`src/hw/psp_defs.svh`:
```
// Register map, field positions, reset values and widths of the host port block
`ifndef PSP_DEFS_SVH
`define PSP_DEFS_SVH

// Register indices; byte address is four times the index
`define IDX_DATA_PORT        8'h08
`define IDX_CONTROL_PINS     8'h09
`define IDX_IRQ_STATUS       8'h0c
`define IDX_IRQ_MASK         8'h8c
`define IDX_DIR_STATUS       8'h89
`define IDX_ANALOG_CFG       8'h9f
`define IDX_SHIFT            2

// Fields of port_direction_and_slave_status
`define FLD_IN_BUF_FULL      7
`define FLD_OUT_BUF_FULL     6
`define FLD_IN_BUF_OVERFLOW  5
`define FLD_HOST_PORT_MODE   4
`define FLD_DIR_CS           2
`define FLD_DIR_WR           1
`define FLD_DIR_RD           0
`define DIR_RESET            3'h7

// Field of analog_pin_configuration that turns the control pins digital
`define FLD_ANALOG_DIGITAL   1
`define ANALOG_CFG_RESET     3'h0

// Interrupt status and mask layout
`define FLD_IRQ_HOST_PORT    0

// Pin and bus widths
`define CTL_PINS             3
`define DATA_PINS            8
`define SYNC_BITS            11
`define PADDR_W              12

`endif

```
`src/hw/psp_pkg.sv`:
```
// Types shared by the host port block
`default_nettype none
package psp_pkg;
	typedef logic [7:0] byte_t;
	typedef enum logic [1:0] {
		XFER_IDLE  = 2'b00,
		XFER_WRITE = 2'b01,
		XFER_READ  = 2'b10
	} xfer_t;
endpackage
`default_nettype wire

```
`src/hw/sync_two_stage.sv`:
```
// Two-flop synchroniser, one chain per bit
`default_nettype none
module sync_two_stage #(
	parameter int WIDTH = 1
) (
	// Clock and reset
	input  wire logic             clk,
	input  wire logic             reset_n,
	// Asynchronous in, synchronous out
	input  wire logic [WIDTH-1:0] async_in,
	output var  logic [WIDTH-1:0] sync_out
);
	genvar i;
	generate
		for (i = 0; i < WIDTH; i++) begin : g_bit
			logic first;
			logic next_first;
			logic next_second;
			always_comb begin
				next_first  = async_in[i];
				next_second = first;
			end
			always_ff @(posedge clk) begin
				if (!reset_n) begin
					first       <= 1'b1;
					sync_out[i] <= 1'b1;
				end else begin
					first       <= next_first;
					sync_out[i] <= next_second;
				end
			end
		end
	endgenerate
endmodule
`default_nettype wire

```
`src/hw/parallel_slave_port_control.sv`:
```
// Parallel slave port control and status with APB register access
//
// The APB register port was left to the implementer.
`default_nettype none
`include "psp_defs.svh"
module parallel_slave_port_control
	import psp_pkg::*;
(
	// Clock and reset
	input  wire logic                   clk,
	input  wire logic                   reset_n,
	// APB slave
	input  wire logic                   psel,
	input  wire logic                   penable,
	input  wire logic                   pwrite,
	input  wire logic [`PADDR_W-1:0]    paddr,
	input  wire logic [31:0]            pwdata,
	output var  logic [31:0]            prdata,
	output var  logic                   pready,
	output var  logic                   pslverr,
	// Control pins: bit0 read strobe, bit1 write strobe, bit2 chip select
	input  wire logic [`CTL_PINS-1:0]   ctl_pin_in,
	output var  logic [`CTL_PINS-1:0]   ctl_pin_out,
	output var  logic [`CTL_PINS-1:0]   ctl_pin_oe_n,
	// Parallel data pins
	input  wire logic [`DATA_PINS-1:0]  data_pin_in,
	output var  logic [`DATA_PINS-1:0]  data_pin_out,
	output var  logic                   data_pin_oe_n,
	// Interrupt
	output var  logic                   irq
);
	logic [`SYNC_BITS-1:0] pins_sync;
	logic [`CTL_PINS-1:0]  ctl_sync;
	byte_t                 data_sync;

	// Strobes and data share one synchroniser so they stay aligned
	sync_two_stage #(.WIDTH(`SYNC_BITS)) u_sync (
		.clk      (clk),
		.reset_n  (reset_n),
		.async_in ({data_pin_in, ctl_pin_in}),
		.sync_out (pins_sync)
	);

	assign ctl_sync  = pins_sync[`CTL_PINS-1:0];
	assign data_sync = pins_sync[`SYNC_BITS-1:`CTL_PINS];

	// Register state
	logic [`CTL_PINS-1:0] dir;
	logic [`CTL_PINS-1:0] pin_latch;
	logic [2:0]           analog_select_field;
	logic                 host_port_mode_sel;
	logic                 in_buf_full;
	logic                 out_buf_full;
	logic                 in_buf_overflow;
	logic                 host_port_irq_flag;
	logic                 irq_mask;
	byte_t                in_latch;
	byte_t                out_latch;
	byte_t                write_hold;
	xfer_t                xfer;

	logic [`CTL_PINS-1:0] next_dir;
	logic [`CTL_PINS-1:0] next_pin_latch;
	logic [2:0]           next_analog_select_field;
	logic                 next_host_port_mode_sel;
	logic                 next_in_buf_full;
	logic                 next_out_buf_full;
	logic                 next_in_buf_overflow;
	logic                 next_host_port_irq_flag;
	logic                 next_irq_mask;
	byte_t                next_in_latch;
	byte_t                next_out_latch;
	byte_t                next_write_hold;
	xfer_t                next_xfer;
	logic [31:0]          next_prdata;
	logic                 next_pready;
	logic                 next_pslverr;
	logic [`CTL_PINS-1:0] next_ctl_pin_out;
	logic [`CTL_PINS-1:0] next_ctl_pin_oe_n;
	logic [`DATA_PINS-1:0] next_data_pin_out;
	logic                 next_data_pin_oe_n;
	logic                 next_irq;

	// Host side decode
	logic host_selected;
	logic host_writing;
	logic host_reading;
	logic write_done;
	logic read_start;
	logic read_done;
	logic pins_digital;
	logic [`CTL_PINS-1:0] pin_read;

	always_comb begin
		host_selected = host_port_mode_sel && !ctl_sync[`FLD_DIR_CS];
		host_writing  = host_selected && !ctl_sync[`FLD_DIR_WR];
		host_reading  = host_selected && !ctl_sync[`FLD_DIR_RD];
		write_done    = (xfer == XFER_WRITE) && !host_writing;
		read_start    = (xfer != XFER_READ) && host_reading;
		read_done     = (xfer == XFER_READ) && !host_reading;
		pins_digital  = analog_select_field[`FLD_ANALOG_DIGITAL];
	end

	// Pins read back as zero while analog, else pin level or own latch
	always_comb begin
		for (int b = 0; b < `CTL_PINS; b++) begin
			if (!pins_digital) begin
				pin_read[b] = 1'b0;
			end else if (dir[b] || host_port_mode_sel) begin
				pin_read[b] = ctl_sync[b];
			end else begin
				pin_read[b] = pin_latch[b];
			end
		end
	end

	// Host transfer tracking
	always_comb begin
		next_write_hold = write_hold;
		case (xfer)
			XFER_IDLE: begin
				if (host_writing) begin
					next_xfer = XFER_WRITE;
				end else if (host_reading) begin
					next_xfer = XFER_READ;
				end else begin
					next_xfer = XFER_IDLE;
				end
			end
			XFER_WRITE: begin
				next_xfer = host_writing ? XFER_WRITE : XFER_IDLE;
			end
			XFER_READ: begin
				next_xfer = host_reading ? XFER_READ : XFER_IDLE;
			end
			default: begin
				next_xfer = XFER_IDLE;
			end
		endcase
		// Keep sampling while the strobe is low; the last sample is the latched word
		if (host_writing) begin
			next_write_hold = data_sync;
		end
	end

	// APB access decode
	logic                  apb_setup;
	logic                  apb_access;
	logic                  apb_wr;
	logic                  apb_rd;
	logic [`PADDR_W-1:0]   idx_full;
	logic [7:0]            idx;
	logic                  idx_mapped;
	logic                  addr_aligned;

	always_comb begin
		apb_setup    = psel && !penable;
		apb_access   = psel && penable && pready;
		apb_wr       = apb_access && pwrite && !pslverr;
		apb_rd       = apb_access && !pwrite && !pslverr;
		idx_full     = paddr >> `IDX_SHIFT;
		idx          = idx_full[7:0];
		addr_aligned = (paddr[`IDX_SHIFT-1:0] == 2'h0) && (idx_full[`PADDR_W-1:8] == '0);
		case (idx)
			`IDX_DATA_PORT, `IDX_CONTROL_PINS, `IDX_IRQ_STATUS,
			`IDX_IRQ_MASK, `IDX_DIR_STATUS, `IDX_ANALOG_CFG: begin
				idx_mapped = addr_aligned;
			end
			default: begin
				idx_mapped = 1'b0;
			end
		endcase
	end

	// Read data is prepared in the setup cycle, answered in the first access cycle
	always_comb begin
		next_pready  = apb_setup;
		next_pslverr = apb_setup ? !idx_mapped : pslverr;
		next_prdata  = prdata;
		if (apb_setup) begin
			next_prdata = 32'h0;
			if (!pwrite && idx_mapped) begin
				case (idx)
					`IDX_DATA_PORT:    next_prdata[7:0] = in_latch;
					`IDX_CONTROL_PINS: next_prdata[`CTL_PINS-1:0] = pin_read;
					`IDX_IRQ_STATUS:   next_prdata[`FLD_IRQ_HOST_PORT] = host_port_irq_flag;
					`IDX_IRQ_MASK:     next_prdata[`FLD_IRQ_HOST_PORT] = irq_mask;
					`IDX_DIR_STATUS: begin
						next_prdata[`FLD_IN_BUF_FULL]     = in_buf_full;
						next_prdata[`FLD_OUT_BUF_FULL]    = out_buf_full;
						next_prdata[`FLD_IN_BUF_OVERFLOW] = in_buf_overflow;
						next_prdata[`FLD_HOST_PORT_MODE]  = host_port_mode_sel;
						next_prdata[`CTL_PINS-1:0]        = dir;
					end
					`IDX_ANALOG_CFG:   next_prdata[2:0] = analog_select_field;
					default:           next_prdata = 32'h0;
				endcase
			end
		end
	end

	// Software writes, host events and flag updates
	always_comb begin
		next_dir                 = dir;
		next_pin_latch           = pin_latch;
		next_analog_select_field = analog_select_field;
		next_host_port_mode_sel  = host_port_mode_sel;
		next_in_buf_full         = in_buf_full;
		next_out_buf_full        = out_buf_full;
		next_in_buf_overflow     = in_buf_overflow;
		next_host_port_irq_flag  = host_port_irq_flag;
		next_irq_mask            = irq_mask;
		next_in_latch            = in_latch;
		next_out_latch           = out_latch;

		if (apb_wr) begin
			case (idx)
				`IDX_DATA_PORT: begin
					next_out_latch = pwdata[7:0];
					// A write during a host read goes out at once but leaves the flag clear
					if (!host_reading) begin
						next_out_buf_full = 1'b1;
					end
				end
				`IDX_CONTROL_PINS: next_pin_latch = pwdata[`CTL_PINS-1:0];
				`IDX_IRQ_STATUS: begin
					if (pwdata[`FLD_IRQ_HOST_PORT]) begin
						next_host_port_irq_flag = 1'b0;
					end
				end
				`IDX_IRQ_MASK:   next_irq_mask = pwdata[`FLD_IRQ_HOST_PORT];
				`IDX_DIR_STATUS: begin
					next_in_buf_overflow    = pwdata[`FLD_IN_BUF_OVERFLOW];
					next_host_port_mode_sel = pwdata[`FLD_HOST_PORT_MODE];
					next_dir                = pwdata[`CTL_PINS-1:0];
				end
				`IDX_ANALOG_CFG: next_analog_select_field = pwdata[2:0];
				default: begin
				end
			endcase
		end

		if (apb_rd && idx == `IDX_DATA_PORT) begin
			next_in_buf_full = 1'b0;
		end

		// Host events come after software updates so a host set or clear beats a software one in the same cycle
		if (write_done) begin
			next_in_latch           = write_hold;
			next_in_buf_full        = 1'b1;
			next_host_port_irq_flag = 1'b1;
			if (in_buf_full) begin
				next_in_buf_overflow = 1'b1;
			end
		end
		if (read_start) begin
			next_out_buf_full = 1'b0;
		end
		if (read_done) begin
			next_host_port_irq_flag = 1'b1;
		end

		if (!host_port_mode_sel) begin
			next_in_buf_full  = 1'b0;
			next_out_buf_full = 1'b0;
		end
	end

	// Pin drivers and interrupt output
	always_comb begin
		for (int b = 0; b < `CTL_PINS; b++) begin
			// Slave-port mode forces the strobes to inputs whatever the direction bits say
			next_ctl_pin_oe_n[b] = next_dir[b] || next_host_port_mode_sel;
		end
		next_ctl_pin_out   = next_pin_latch;
		next_data_pin_out  = next_out_latch;
		next_data_pin_oe_n = !(host_reading && next_xfer == XFER_READ);
		next_irq           = next_host_port_irq_flag && next_irq_mask;
	end

	always_ff @(posedge clk) begin
		if (!reset_n) begin
			dir                 <= `DIR_RESET;
			pin_latch           <= '0;
			analog_select_field <= `ANALOG_CFG_RESET;
			host_port_mode_sel  <= 1'b0;
			in_buf_full         <= 1'b0;
			out_buf_full        <= 1'b0;
			in_buf_overflow     <= 1'b0;
			host_port_irq_flag  <= 1'b0;
			irq_mask            <= 1'b0;
			in_latch            <= 8'h00;
			out_latch           <= 8'h00;
			write_hold          <= 8'h00;
			xfer                <= XFER_IDLE;
			prdata              <= 32'h0;
			pready              <= 1'b0;
			pslverr             <= 1'b0;
			ctl_pin_out         <= '0;
			ctl_pin_oe_n        <= '1;
			data_pin_out        <= 8'h00;
			data_pin_oe_n       <= 1'b1;
			irq                 <= 1'b0;
		end else begin
			dir                 <= next_dir;
			pin_latch           <= next_pin_latch;
			analog_select_field <= next_analog_select_field;
			host_port_mode_sel  <= next_host_port_mode_sel;
			in_buf_full         <= next_in_buf_full;
			out_buf_full        <= next_out_buf_full;
			in_buf_overflow     <= next_in_buf_overflow;
			host_port_irq_flag  <= next_host_port_irq_flag;
			irq_mask            <= next_irq_mask;
			in_latch            <= next_in_latch;
			out_latch           <= next_out_latch;
			write_hold          <= next_write_hold;
			xfer                <= next_xfer;
			prdata              <= next_prdata;
			pready              <= next_pready;
			pslverr             <= next_pslverr;
			ctl_pin_out         <= next_ctl_pin_out;
			ctl_pin_oe_n        <= next_ctl_pin_oe_n;
			data_pin_out        <= next_data_pin_out;
			data_pin_oe_n       <= next_data_pin_oe_n;
			irq                 <= next_irq;
		end
	end
endmodule
`default_nettype wire

```
`config.mk`:
```
export PLATFORM = sky130hd
export DESIGN_NAME = parallel_slave_port_control
export DESIGN_NICKNAME = d
export VERILOG_FILES = /design/src/hw/psp_pkg.sv /design/src/hw/sync_two_stage.sv /design/src/hw/parallel_slave_port_control.sv
export VERILOG_INCLUDE_DIRS = /design/src /design/src/hw
export SDC_FILE = /design/constraint.sdc
export NUM_CORES = 1
export LEC_CHECK = 0
export BUFFER_PORTS_ARGS = -buffer_cell sky130_fd_sc_hd__buf_2
export CORE_UTILIZATION = 40
export DETAILED_ROUTE_END_ITERATION = 6
export PLACE_DENSITY = 0.66
export REMOVE_ABC_BUFFERS = 1
export SLEW_MARGIN = 25
export SYNTH_ARGS = -nofsm -noshare
export SYNTH_HDL_FRONTEND = slang
export SYNTH_SLANG_ARGS = --single-unit
```
`constraint.sdc`:
```
create_clock -name clk -period 2.1 [get_ports clk]
set_input_delay 0.42 -clock clk [delete_from_list [all_inputs] [get_ports clk]]
set_output_delay 0.42 -clock clk [all_outputs]
set_load 0.05 [all_outputs]
```
==> metrics.md, run 1 <==
| Metric | Value |
|---|---|
| Hpwl dp | `around 4500 um` |
| # IOs | `110` |
| Number of placed instances, taps included | `502` |
| RSZ-0062 raised after global routing | `false` |
| Clock transition at the registers of the reported paths | `0.09 ns` |
| Later-pin clock latency in the skew report | `0.35 ns` |
| Area leader, netlist | `dfxtp_1` |
| GPL Wtd Cong | `0.9317` |
| Commonest cells in the netlist | `78 x dfxtp_1, 37 x nand2_1, 32 x nor2_1` |
| Routed met1 length | `2902 um` |
| Fin crit share | `82.05%` |
| Wirelength per Cell | `around 12 um` |
| Synthesized cell area | `about 0.0032 sq mm` |
| Outcome | `completed` |
| Leakage | `1.516 nW` |
| TritonCTS clock tree | `done` |
| Power per Cell Area | `773.3 mW/mm^2` |
| Worst setup EP type | `register` |
| Antenna violations before repair | `0` |
| GR Overflow Total | `0` |
| Skew final | `0.01601 ns` |
| H-tree depth | `3` |
| Max-cap violations | `0` |
| Vias in the first global route | `2,319` |
| Overall routed net length | `6329 um` |
| Number of synthesized flops with an enable pin | `0` |
| # diodes | `0` |
| Prevailing post-synth register cell | `dfxtp_1` |
| Post-synthesis sequential area ratio | `48.77%` |
| Area grow syn2layout | `16.80%` |
| DRT iter0 DRCs | `approximately 130` |
| Crit path DAT | `1.94 ns` |
| Via count | `2,507` |
| Hold Path Depth | `2` |
| Initial Util | `41.43%` |
| Post-CTS sizing | `0` |
| Crit path required time | `2.32 ns` |
| Final hold slack | `0.2442 ns` |
| Filler instances | `roughly 760` |
| WL met3 | `around 340 um` |
| Drt drc | `0` |
| Root buffer cell | `clkbuf_8` |
| Setup Crit Path Kind | `reg2reg` |
| Register bit total from synthesis | `78` |
| Largest net degree at the start of global routing | `43` |
| Count leader, synth | `dfxtp_1` |
| Core footprint | `0.007727 sq mm` |
| Max FO, Critical Path | `9` |
| Post-CTS setup buffers | `0` |
| CTS Sinks | `78` |
| Synth cell types | `46` |
| Post-layout util | `just under 50%` |
| Fraction of layout cells with a size suffix above 1 | `24.28%` |
| CTS Buf Count | `9` |
| Setup violations, final | `0` |
| Syn Area/Cell | `9.201 sq um` |
| Post-synthesis instance total | `348` |
| Final hold violation count | `0` |
| Chip Width | `a little over 90 um` |
| Peak VDD IR | `0.6463 mV` |
| Fmax | `580.4 MHz` |
| First-pass GRT wire length | `10,670 um` |
| Chip height | `91.47 um` |
| Port Buf Inserts | `61` |
| Asr flop ratio synth | `0%` |
| Drt via density | `around 4.8` |
| Final antenna-violating net count | `0` |
| Worst r2r path cells | `6` |
| Worst setup SP type | `register` |
| Max clock buf depth | `2` |
| Synth warnings | `0` |
| Number of max-slew violations in the final report | `0` |
| Final net count | `471` |
| Hold crit path type | `in2reg` |
| Met2 wire len | `3011 um` |
| Uppermost layer routed | `met4` |
| Die ar. | `~0.0084 sq mm` |
| # rows | `32` |
| Proportion of netlist area held by the largest area contributor | `48.77%` |
| Post-layout minimum cycle time | `1.723 ns` |
| Non-Filler Instances | `about 520` |
| Drt pass-1 iters | `4` |
| GRT Overall Usage | `between 15 and 20%` |
| Hold_buf cts | `0` |
| Synth top area cells | `dfxtp_1 49%, mux2i_1 7.5%, buf_4 5.6%, nand2b_1 4.7%, nand2_1 4.3%` |
[metrics by stage]
step	cell area, sq um	total power, W	setup WS [ns]	setup TNS [ns]
after floorplan	3022	0.001690	-0.05489	-0.4591
after global placement	3537	0.001777	0.2930	0
after detailed placement	3537	0.001780	0.2364	0
after CTS	3740	0.002921	0.3655	0
after global routing	3740	0.003008	0.2282	0
final	3740	0.002892	0.3769	0
[flip-flops by register name, summed over array words and instances (netlist names), 2 cells and up]
| register | count |
|---|---|
| prdata | 8 |
| dir | 3 |
| u_sync.sync_out | 11 |
| out_latch | 8 |
| write_hold | 8 |
| analog_select_field | 3 |
| in_latch | 8 |
| u_sync.g_bit.first | 11 |
| ctl_pin_oe_n | 3 |
| xfer | 2 |
| pin_latch | 3 |
[power by group]
group	internal, W	leakage [nW]	switching, W	total, W
clock network	0.000566	0.105	0.000580	0.00115
logic	0.0000579	0.776	0.000183	0.000240
registers	0.00150	0.634	0.00000697	0.00151
[logic make-up (layout without fill, tap and decap cells)]
group / Yosys count / in the layout / share of synthesized area (%)
flops: 78 / 78 / 48.77
buf+inv: 47 / 92 / 8.792
mux: 25 / 25 / 7.855
other cells: 1 / 24 / 0.1171
simple gates: 149 / 149 / 25.25
compound gates: 48 / 48 / 9.222
[layout by cell type, fill, tap and decap left out, drive strengths merged, types with 2 or more instances in the layout]
master and count:
and3 2, clkinv 3, o21a 2, o21ai 17, clkbuf 9, nor2 33
buf 72, or3b 2, a31oi 2, a21oi 13, mux2i 24, nor2b 3
nand2 37, nor3 12, nand4 3, a32oi 4, conb 24, a221oi 2
o31ai 4, and2 2, nand2b 24, dfxtp 78, nand3 18, inv 7
nor3b 7
[routing by layer]
layer  GRT usage (%)  vias up
met5               0        -
met4           6.878        0
met3           3.685        7
met2           27.07       97
met1           19.34     1136
li1                -     1267
[worst paths after layout]
path                           endpoint                   from  slack (ns)
setup / recovery           out_latch[5]                pslverr        0.38
hold / removal    u_sync.g_bit[8].first         data_pin_in[5]        0.24
setup reg to reg           out_latch[5]                pslverr        0.38
hold reg to reg      u_sync.sync_out[9]  u_sync.g_bit[9].first        0.40
[critical path: stages, from the launching register on]
cell and delay, ns:
dfxtp_1 0.33, and4b_1 0.36, nand4_4 0.19, and2b_1 0.23, buf_4 0.20, mux2i_1 0.22
nor2_1 0.05
[cell type report]
cell class | instances | area [sq um] | share of cell area, %
well taps | 102 | 127.6 | 3.412
multi-input cells | 246 | 1445 | 38.64
inverters | 4 | 15.01 | 0.4015
clock inverters | 7 | 78.83 | 2.108
clock buffers | 9 | 123.9 | 3.312
flip-flops and latches | 78 | 1562 | 41.75
repair buffers | 72 | 387.9 | 10.37
(Power assumes the default switching activity.)
==> run 2: changes to the inputs <==
--- a/config.mk
+++ b/config.mk
@@ -6,10 +6,11 @@
 export SDC_FILE = /design/constraint.sdc
 export NUM_CORES = 1
 export LEC_CHECK = 0
+export ABC_AREA = 1
 export BUFFER_PORTS_ARGS = -buffer_cell sky130_fd_sc_hd__buf_2
 export CORE_UTILIZATION = 40
 export DETAILED_ROUTE_END_ITERATION = 6
-export PLACE_DENSITY = 0.66
+export PLACE_DENSITY = 0.68
 export REMOVE_ABC_BUFFERS = 1
 export SLEW_MARGIN = 25
 export SYNTH_ARGS = -nofsm -noshare
==> constraint.sdc (replaced) <==
create_clock -name clk -period 1.4 [get_ports clk]
set_input_delay 0.28 -clock clk [delete_from_list [all_inputs] [get_ports clk]]
set_output_delay 0.28 -clock clk [all_outputs]
set_load 0.05 [all_outputs]
==> metrics.md, run 2 <==
| Metric | Value |
|---|---|
| Drt drc | `0` |
| Core footprint | `0.007888 sq mm` |
| H-tree depth | `3` |
| Later-pin clock latency in the skew report | `0.35 ns` |
| Hpwl dp | `4928 um` |
| Fraction of layout cells with a size suffix above 1 | `34.39%` |
| Crit. Startpoint | `pslverr` |
| Die ar. | `0.008664 sq mm` |
| Peak VDD IR | `about 0.55 mV` |
| Chip height | `between 90 and 100 um` |
| Power consumption | `~0.0042 W` |
| Hold_sp | `data_pin_in[7]` |
| First-pass GRT wire length | `11,270 um` |
| Max-cap violations | `0` |
| Worst r2r path cells | `7` |
| # rows | `32` |
| Register bit total from synthesis | `78` |
| Hold_buf cts | `0` |
| Final antenna-violating net count | `0` |
| Max FO, Critical Path | `3` |
| Cell area after layout | `just over 0.004 sq mm` |
| Synth cell types | `34` |
| Hold crit path type | `in2reg` |
| Count leader, synth | `dfxtp_1` |
| Drt via density | `4.563` |
| Leakage | `1.838 nW` |
| Clock transition at the registers of the reported paths | `0.08 ns` |
| Fin crit share | `between 90% and 100%` |
| Capture point of the critical path | `pslverr` |
| Area grow syn2layout | `23.53%` |
| Setup violations, final | `0` |
| Antenna violations before repair | `0` |
| Synthesized cell area | `0.003318 sq mm` |
| Root buffer cell | `clkbuf_8` |
| Asr flop ratio synth | `0%` |
| CTS Sinks | `78` |
| GR Overflow Total | `0` |
| Post-layout minimum cycle time | `1.347 ns` |
| Initial Util | `42.07%` |
| Reg2reg start | `pready` |
| Chip Width | `a little over 90 um` |
| Syn Area/Cell | `7.957 sq um` |
| Number of synthesized flops with an enable pin | `0` |
| Synth warnings | `0` |
| GPL Wtd Cong | `0.7963` |
| Port Buf Inserts | `61` |
| Setup ws final | `0.05313 ns` |
| Setup Crit Path Kind | `reg2out` |
| Final hold violation count | `0` |
| Commonest non-fill, non-tap cell in the layout | `dfxtp_1` |
| # diodes | `0` |
| Number of max-slew violations in the final report | `0` |
| # IOs | `110` |
| Final hold slack | `0.1091 ns` |
| Drt pass-1 iters | `4` |
| Crit path required time | `1.12 ns` |
| Proportion of netlist area held by the largest area contributor | `a little under half` |
| Overall routed net length | `6557 um` |
| GRT Overall Usage | `16.57%` |
| Number of placed instances, taps included | `around 590` |
| Skew final | `0.007915 ns` |
| Non-Filler Instances | `608` |
| Area leader, netlist | `dfxtp_1` |
| Worst setup EP type | `primary output` |
| Regs by FF count | `u_sync.g_bit.first x11, u_sync.sync_out x11` |
| Largest net degree at the start of global routing | `44` |
| Outcome | `completed` |
| Via count | `between 2,000 and 3,000` |
| Vias in the first global route | `2,568` |
| Worst setup SP type | `register` |
| Post-synthesis sequential area ratio | `a little under half` |
| Fmax | `742.5 MHz` |
| Dpl ws | `-0.1821 ns` |
| Filler instances | `748` |
| Synth top area cells | `dfxtp_1 47%, nand2_1 6.8%, nor2_1 6.3%, buf_4 5.9%, o21ai_0 4.2%` |
| Most frequent cells in the layout | `76 x dfxtp_1, 60 x nand2_1, 60 x buf_2` |
| Prevailing post-synth register cell | `dfxtp_1` |
| Crit path DAT | `between 1 and 1.5 ns` |
| Final net count | `561` |
| Commonest cells in the netlist | `78 x dfxtp_1, 60 x nand2_1, 56 x nor2_1, 34 x inv_1, 28 x o21ai_0` |
| TritonCTS clock tree | `done` |
| Worst reg-to-reg setup slack | `around 0.080 ns` |
| Max clock buf depth | `2` |
| Reg2reg end | `pin_latch[0]` |
| Wirelength per Cell | `10.78 um` |
| Post-synthesis instance total | `417` |
| Placed cell area | `between 0.003 and 0.004 sq mm` |
| CTS Buf Count | `9` |
| RSZ-0062 raised after global routing | `true` |
| DRT iter0 DRCs | `112` |
| Power per Cell Area | `1032 mW/mm^2` |
run 2: cells by family (layout without fill, tap and decap cells):
kind of cell / count (synthesis) / count (layout) / synth area share [%]
buffers and inverters: 78 / 144 / 12.10
and+or+nand+nor: 191 / 191 / 28.96
DFF: 78 / 78 / 47.06
AOI/OAI and AO/OA: 69 / 69 / 11.76
other: 1 / 24 / 0.1130
run 2: routing by layer:
| metal | vias up | track usage [%] | part of all wire, % |
|---|---|---|---|
| li1 | 1447 | - | - |
| met1 | 1237 | 19.90 | 45 |
| met2 | 82 | 27.63 | 48 |
| met3 | 8 | 3.821 | 5.3 |
| met4 | 0 | 8.462 | 1.4 |
| met5 | - | 0 | 0 |
run 2: timing repair:
| action | CTS | global route |
|---|---|---|
| resized for setup | 12 | 15 |
| pin swaps | 2 | 6 |
| setup buffers | 1 | 2 |
| setup endpoints to repair | 20 | 31 |
run 2: layout make-up:
type                       instances  area, sq um  share of cell area, %
sequential                        78         1567                  38.22
multi-input combinational        284         1505                  36.72
timing repair buffer              86        540.5                  13.19
inverter                          42        166.4                  4.060
clock buffer                      11        151.4                  3.694
tap                              102        127.6                  3.114
clock inverter                     5        41.29                  1.007
run 2: worst min-delay path by stage:
stage	to	slack, ns	depth (start not counted)
6_report	u_sync.g_bit[10].first	0.11	2
3_3_place_gp	u_sync.sync_out[3]	0.39	1
4_1_cts	u_sync.g_bit[7].first	0.09	2
2_1_floorplan	dir[0]	0.36	1
5_1_grt	u_sync.g_bit[5].first	0.1	2
3_5_place_dp	u_sync.sync_out[0]	0.40	1
run 2: worst max-delay path, stage by stage, from the launching register on:
cell     delay (ns)
dfxtp_1        0.39
buf_4          0.14
buf_4          0.18
run 2: where the power goes:
part / internal (W) / total [W] / switching (W)
Sequential: 0.00225 / 0.00226 / 0.0000120
Combinational: 0.000103 / 0.000379 / 0.000276
Clock: 0.000756 / 0.00159 / 0.000837
Total: 0.00311 / 0.00423 / 0.00113
run 2: through the flow:
step	setup TNS [ns]	utilization (%)
5_1_grt	-0.03888	51.97
3_5_place_dp	-3.206	48.18
4_1_cts	0	51.24
3_3_place_gp	-2.270	48.18
2_1_floorplan	-5.569	-
6_report	0	51.97
==> run 3: changes to the inputs <==
--- a/config.mk
+++ b/config.mk
@@ -10,7 +10,7 @@
 export BUFFER_PORTS_ARGS = -buffer_cell sky130_fd_sc_hd__buf_2
 export CORE_UTILIZATION = 40
 export DETAILED_ROUTE_END_ITERATION = 6
-export PLACE_DENSITY = 0.68
+export PLACE_DENSITY = 0.71
 export REMOVE_ABC_BUFFERS = 1
 export SLEW_MARGIN = 25
 export SYNTH_ARGS = -nofsm -noshare
==> metrics.md, run 3 (synthesized netlist as in run 2, its figures left out) <==
| Metric | Value |
|---|---|
| Hold_buf cts | `0` |
| Worst r2r path cells | `8` |
| Max clock buf depth | `2` |
| Fin crit share | `96.75%` |
| Largest net degree at the start of global routing | `44` |
| GR Overflow Total | `0` |
| Overall routed net length | `6508 um` |
| Drt drc | `0` |
| Antenna violations before repair | `0` |
| Skew final | `0.01014 ns` |
| Non-Filler Instances | `approximately 610` |
| RSZ-0062 raised after global routing | `true` |
| Fraction of layout cells with a size suffix above 1 | `34.12%` |
| Leakage | `1.840 nW` |
| Hold crit path type | `in2reg` |
| Final net count | `~560` |
| Via count | `2,753` |
| # IOs | `110` |
| Commonest non-fill, non-tap cell in the layout | `dfxtp_1` |
| Chip Width | `93.08 um` |
| Initial Util | `42.07%` |
| Outcome | `completed` |
| Chip height | `93.08 um` |
| First-pass GRT wire length | `approximately 11,000 um` |
| GRT Overall Usage | `15.98%` |
| Number of max-slew violations in the final report | `0` |
| Crit path DAT | `1.63 ns` |
| Worst reg-to-reg setup slack | `0.05 ns` |
| H-tree depth | `3` |
| # diodes | `0` |
| TritonCTS clock tree | `done` |
| Final hold violation count | `0` |
| Regs by FF count | `u_sync.g_bit.first x11, u_sync.sync_out x11` |
| Worst Path Buf+Inv | `3` |
| Most frequent cells in the layout | `76 x dfxtp_1, 60 x nand2_1, 60 x buf_2` |
| Setup violations, final | `0` |
| Post-layout util | `51.65%` |
| Slowest cell on crit path | `dfxtp_2` |
| Power per Cell Area | `between 1000 and 1500 mW/mm^2` |
| Fmax | `738.3 MHz` |
| Area grow syn2layout | `22.78%` |
| Worst setup SP type | `register` |
| Worst setup EP type | `register` |
| Reg2reg start | `pready` |
| GRT met2 Usage | `26.84%` |
| CTS Buf Count | `9` |
| Drt pass-1 iters | `4` |
| Core footprint | `0.007888 sq mm` |
| Port Buf Inserts | `61` |
| Reg2reg end | `pin_latch[1]` |
| Final antenna-violating net count | `0` |
| Post-layout minimum cycle time | `1.354 ns` |
| Crit. Startpoint | `pready` |
| Crit path required time | `1.68 ns` |
| Max FO, Critical Path | `6` |
| CP delay by family, top | `simple AND/OR/NAND/NOR gates` |
| # rows | `32` |
| Path length in cells of the critical path | `8` |
| GR Util met1 | `19.65%` |
| Vias in the first global route | `2,562` |
| CTS Sinks | `78` |
| Capture point of the critical path | `pin_latch[1]` |
| Number of placed instances, taps included | `590` |
| Met3 Resource Use GR | `between 4 and 5%` |
| Peak VDD IR | `0.7603 mV` |
| Crit path cell chain | `nand3_2 -> nor3_2 -> buf_4 -> inv_6 -> buf_6 -> nor2_4 -> o21ai_0 -> a21oi_1` |
| Root buffer cell | `clkbuf_8` |
| Wirelength per Cell | `about 11 um` |
| DRT iter0 DRCs | `76` |
| Hpwl dp | `4782 um` |
| Busiest grt layer | `met2` |
| Die ar. | `0.008664 sq mm` |
| Later-pin clock latency in the skew report | `0.35 ns` |
| CP peak stage delay | `0.34 ns` |
| Drt via density | `4.521` |
| Setup Crit Path Kind | `reg2reg` |
| Max-cap violations | `0` |
| Filler instances | `754` |
| Clock transition at the registers of the reported paths | `0.09 ns` |
| GPL Wtd Cong | `0.7886` |
run 3: cell types whose count changed in the layout (fill, tap and decap cells not counted), sizes merged:
cell / delta
clkbuf: -2
buf: +1
clkinvlp: -2
inv: +2
bufinv: +1
clkinv: +1
run 3: how the worst min path moves through the flow:
stage / start / to / slack [ns] / cells after the start
6_report: ctl_pin_in[2] / u_sync.g_bit[2].first / 0.11 / 2
5_1_grt: data_pin_in[3] / u_sync.g_bit[6].first / 0.09 / 2
4_1_cts: data_pin_in[0] / u_sync.g_bit[3].first / 0.09 / 2
3_5_place_dp: u_sync.g_bit[3].first / u_sync.sync_out[3] / 0.40 / 1
3_3_place_gp: u_sync.g_bit[6].first / u_sync.sync_out[6] / 0.40 / 1
2_1_floorplan: reset_n / dir[0] / 0.36 / 1
run 3: power breakdown:
group          total [W]  internal [W]  switching [W]
Combinational   0.000370     0.0000969       0.000274
Clock            0.00170      0.000848       0.000856
Sequential       0.00226       0.00225     0.00000974
Total            0.00433       0.00319        0.00114
run 3: what timing repair did:
action                                  in CTS  in global routing
resized for setup                            4                 19
endpoints found under the setup margin      14                 36
pin swaps                                    0                  5
setup buffers                                1                  2
run 3: layer usage:
metal	wire length (um)	vias to the layer above	share of wire [%]
li1	-	1451	-
met1	3028	1213	47
met2	3061	82	47
met3	359	7	5.5
met4	58	0	0.89
met5	0	-	0
run 3: through the flow:
stage               hold slack [ns]  worst slack [ns]  TNS, ns  power (W)  instance area [sq um]
finish                       0.1124           0.04554        0   0.004334                   4074
global placement             0.3957           -0.1148   -1.389   0.002669                   3782
detailed placement           0.3984           -0.1176   -1.934   0.002675                   3782
CTS                         0.09488           0.01655        0   0.004365                   4010
floorplan                    0.3642           -0.3827   -5.569   0.002556                   3164
global route                0.09317          -0.06088  -0.4751   0.004498                   4074
run 3: worst reg2reg max path, stage by stage (launching register included):
cell and delay [ns]:
dfxtp_2 0.34, nand3_2 0.09, nor3_2 0.13, buf_4 0.16, inv_6 0.05, buf_6 0.12, nor2_4 0.17, o21ai_0 0.10
a21oi_1 0.13
run 3: cell type report:
cell class	instances	area, sq um	area share [%]
multi-input combinational	284	1481	36.36
clock buffer	9	123.9	3.041
tap	102	127.6	3.133
clock inverter	7	77.57	1.904
sequential	78	1564	38.39
inverter	42	168.9	4.146
timing repair buffer	87	530.5	13.02
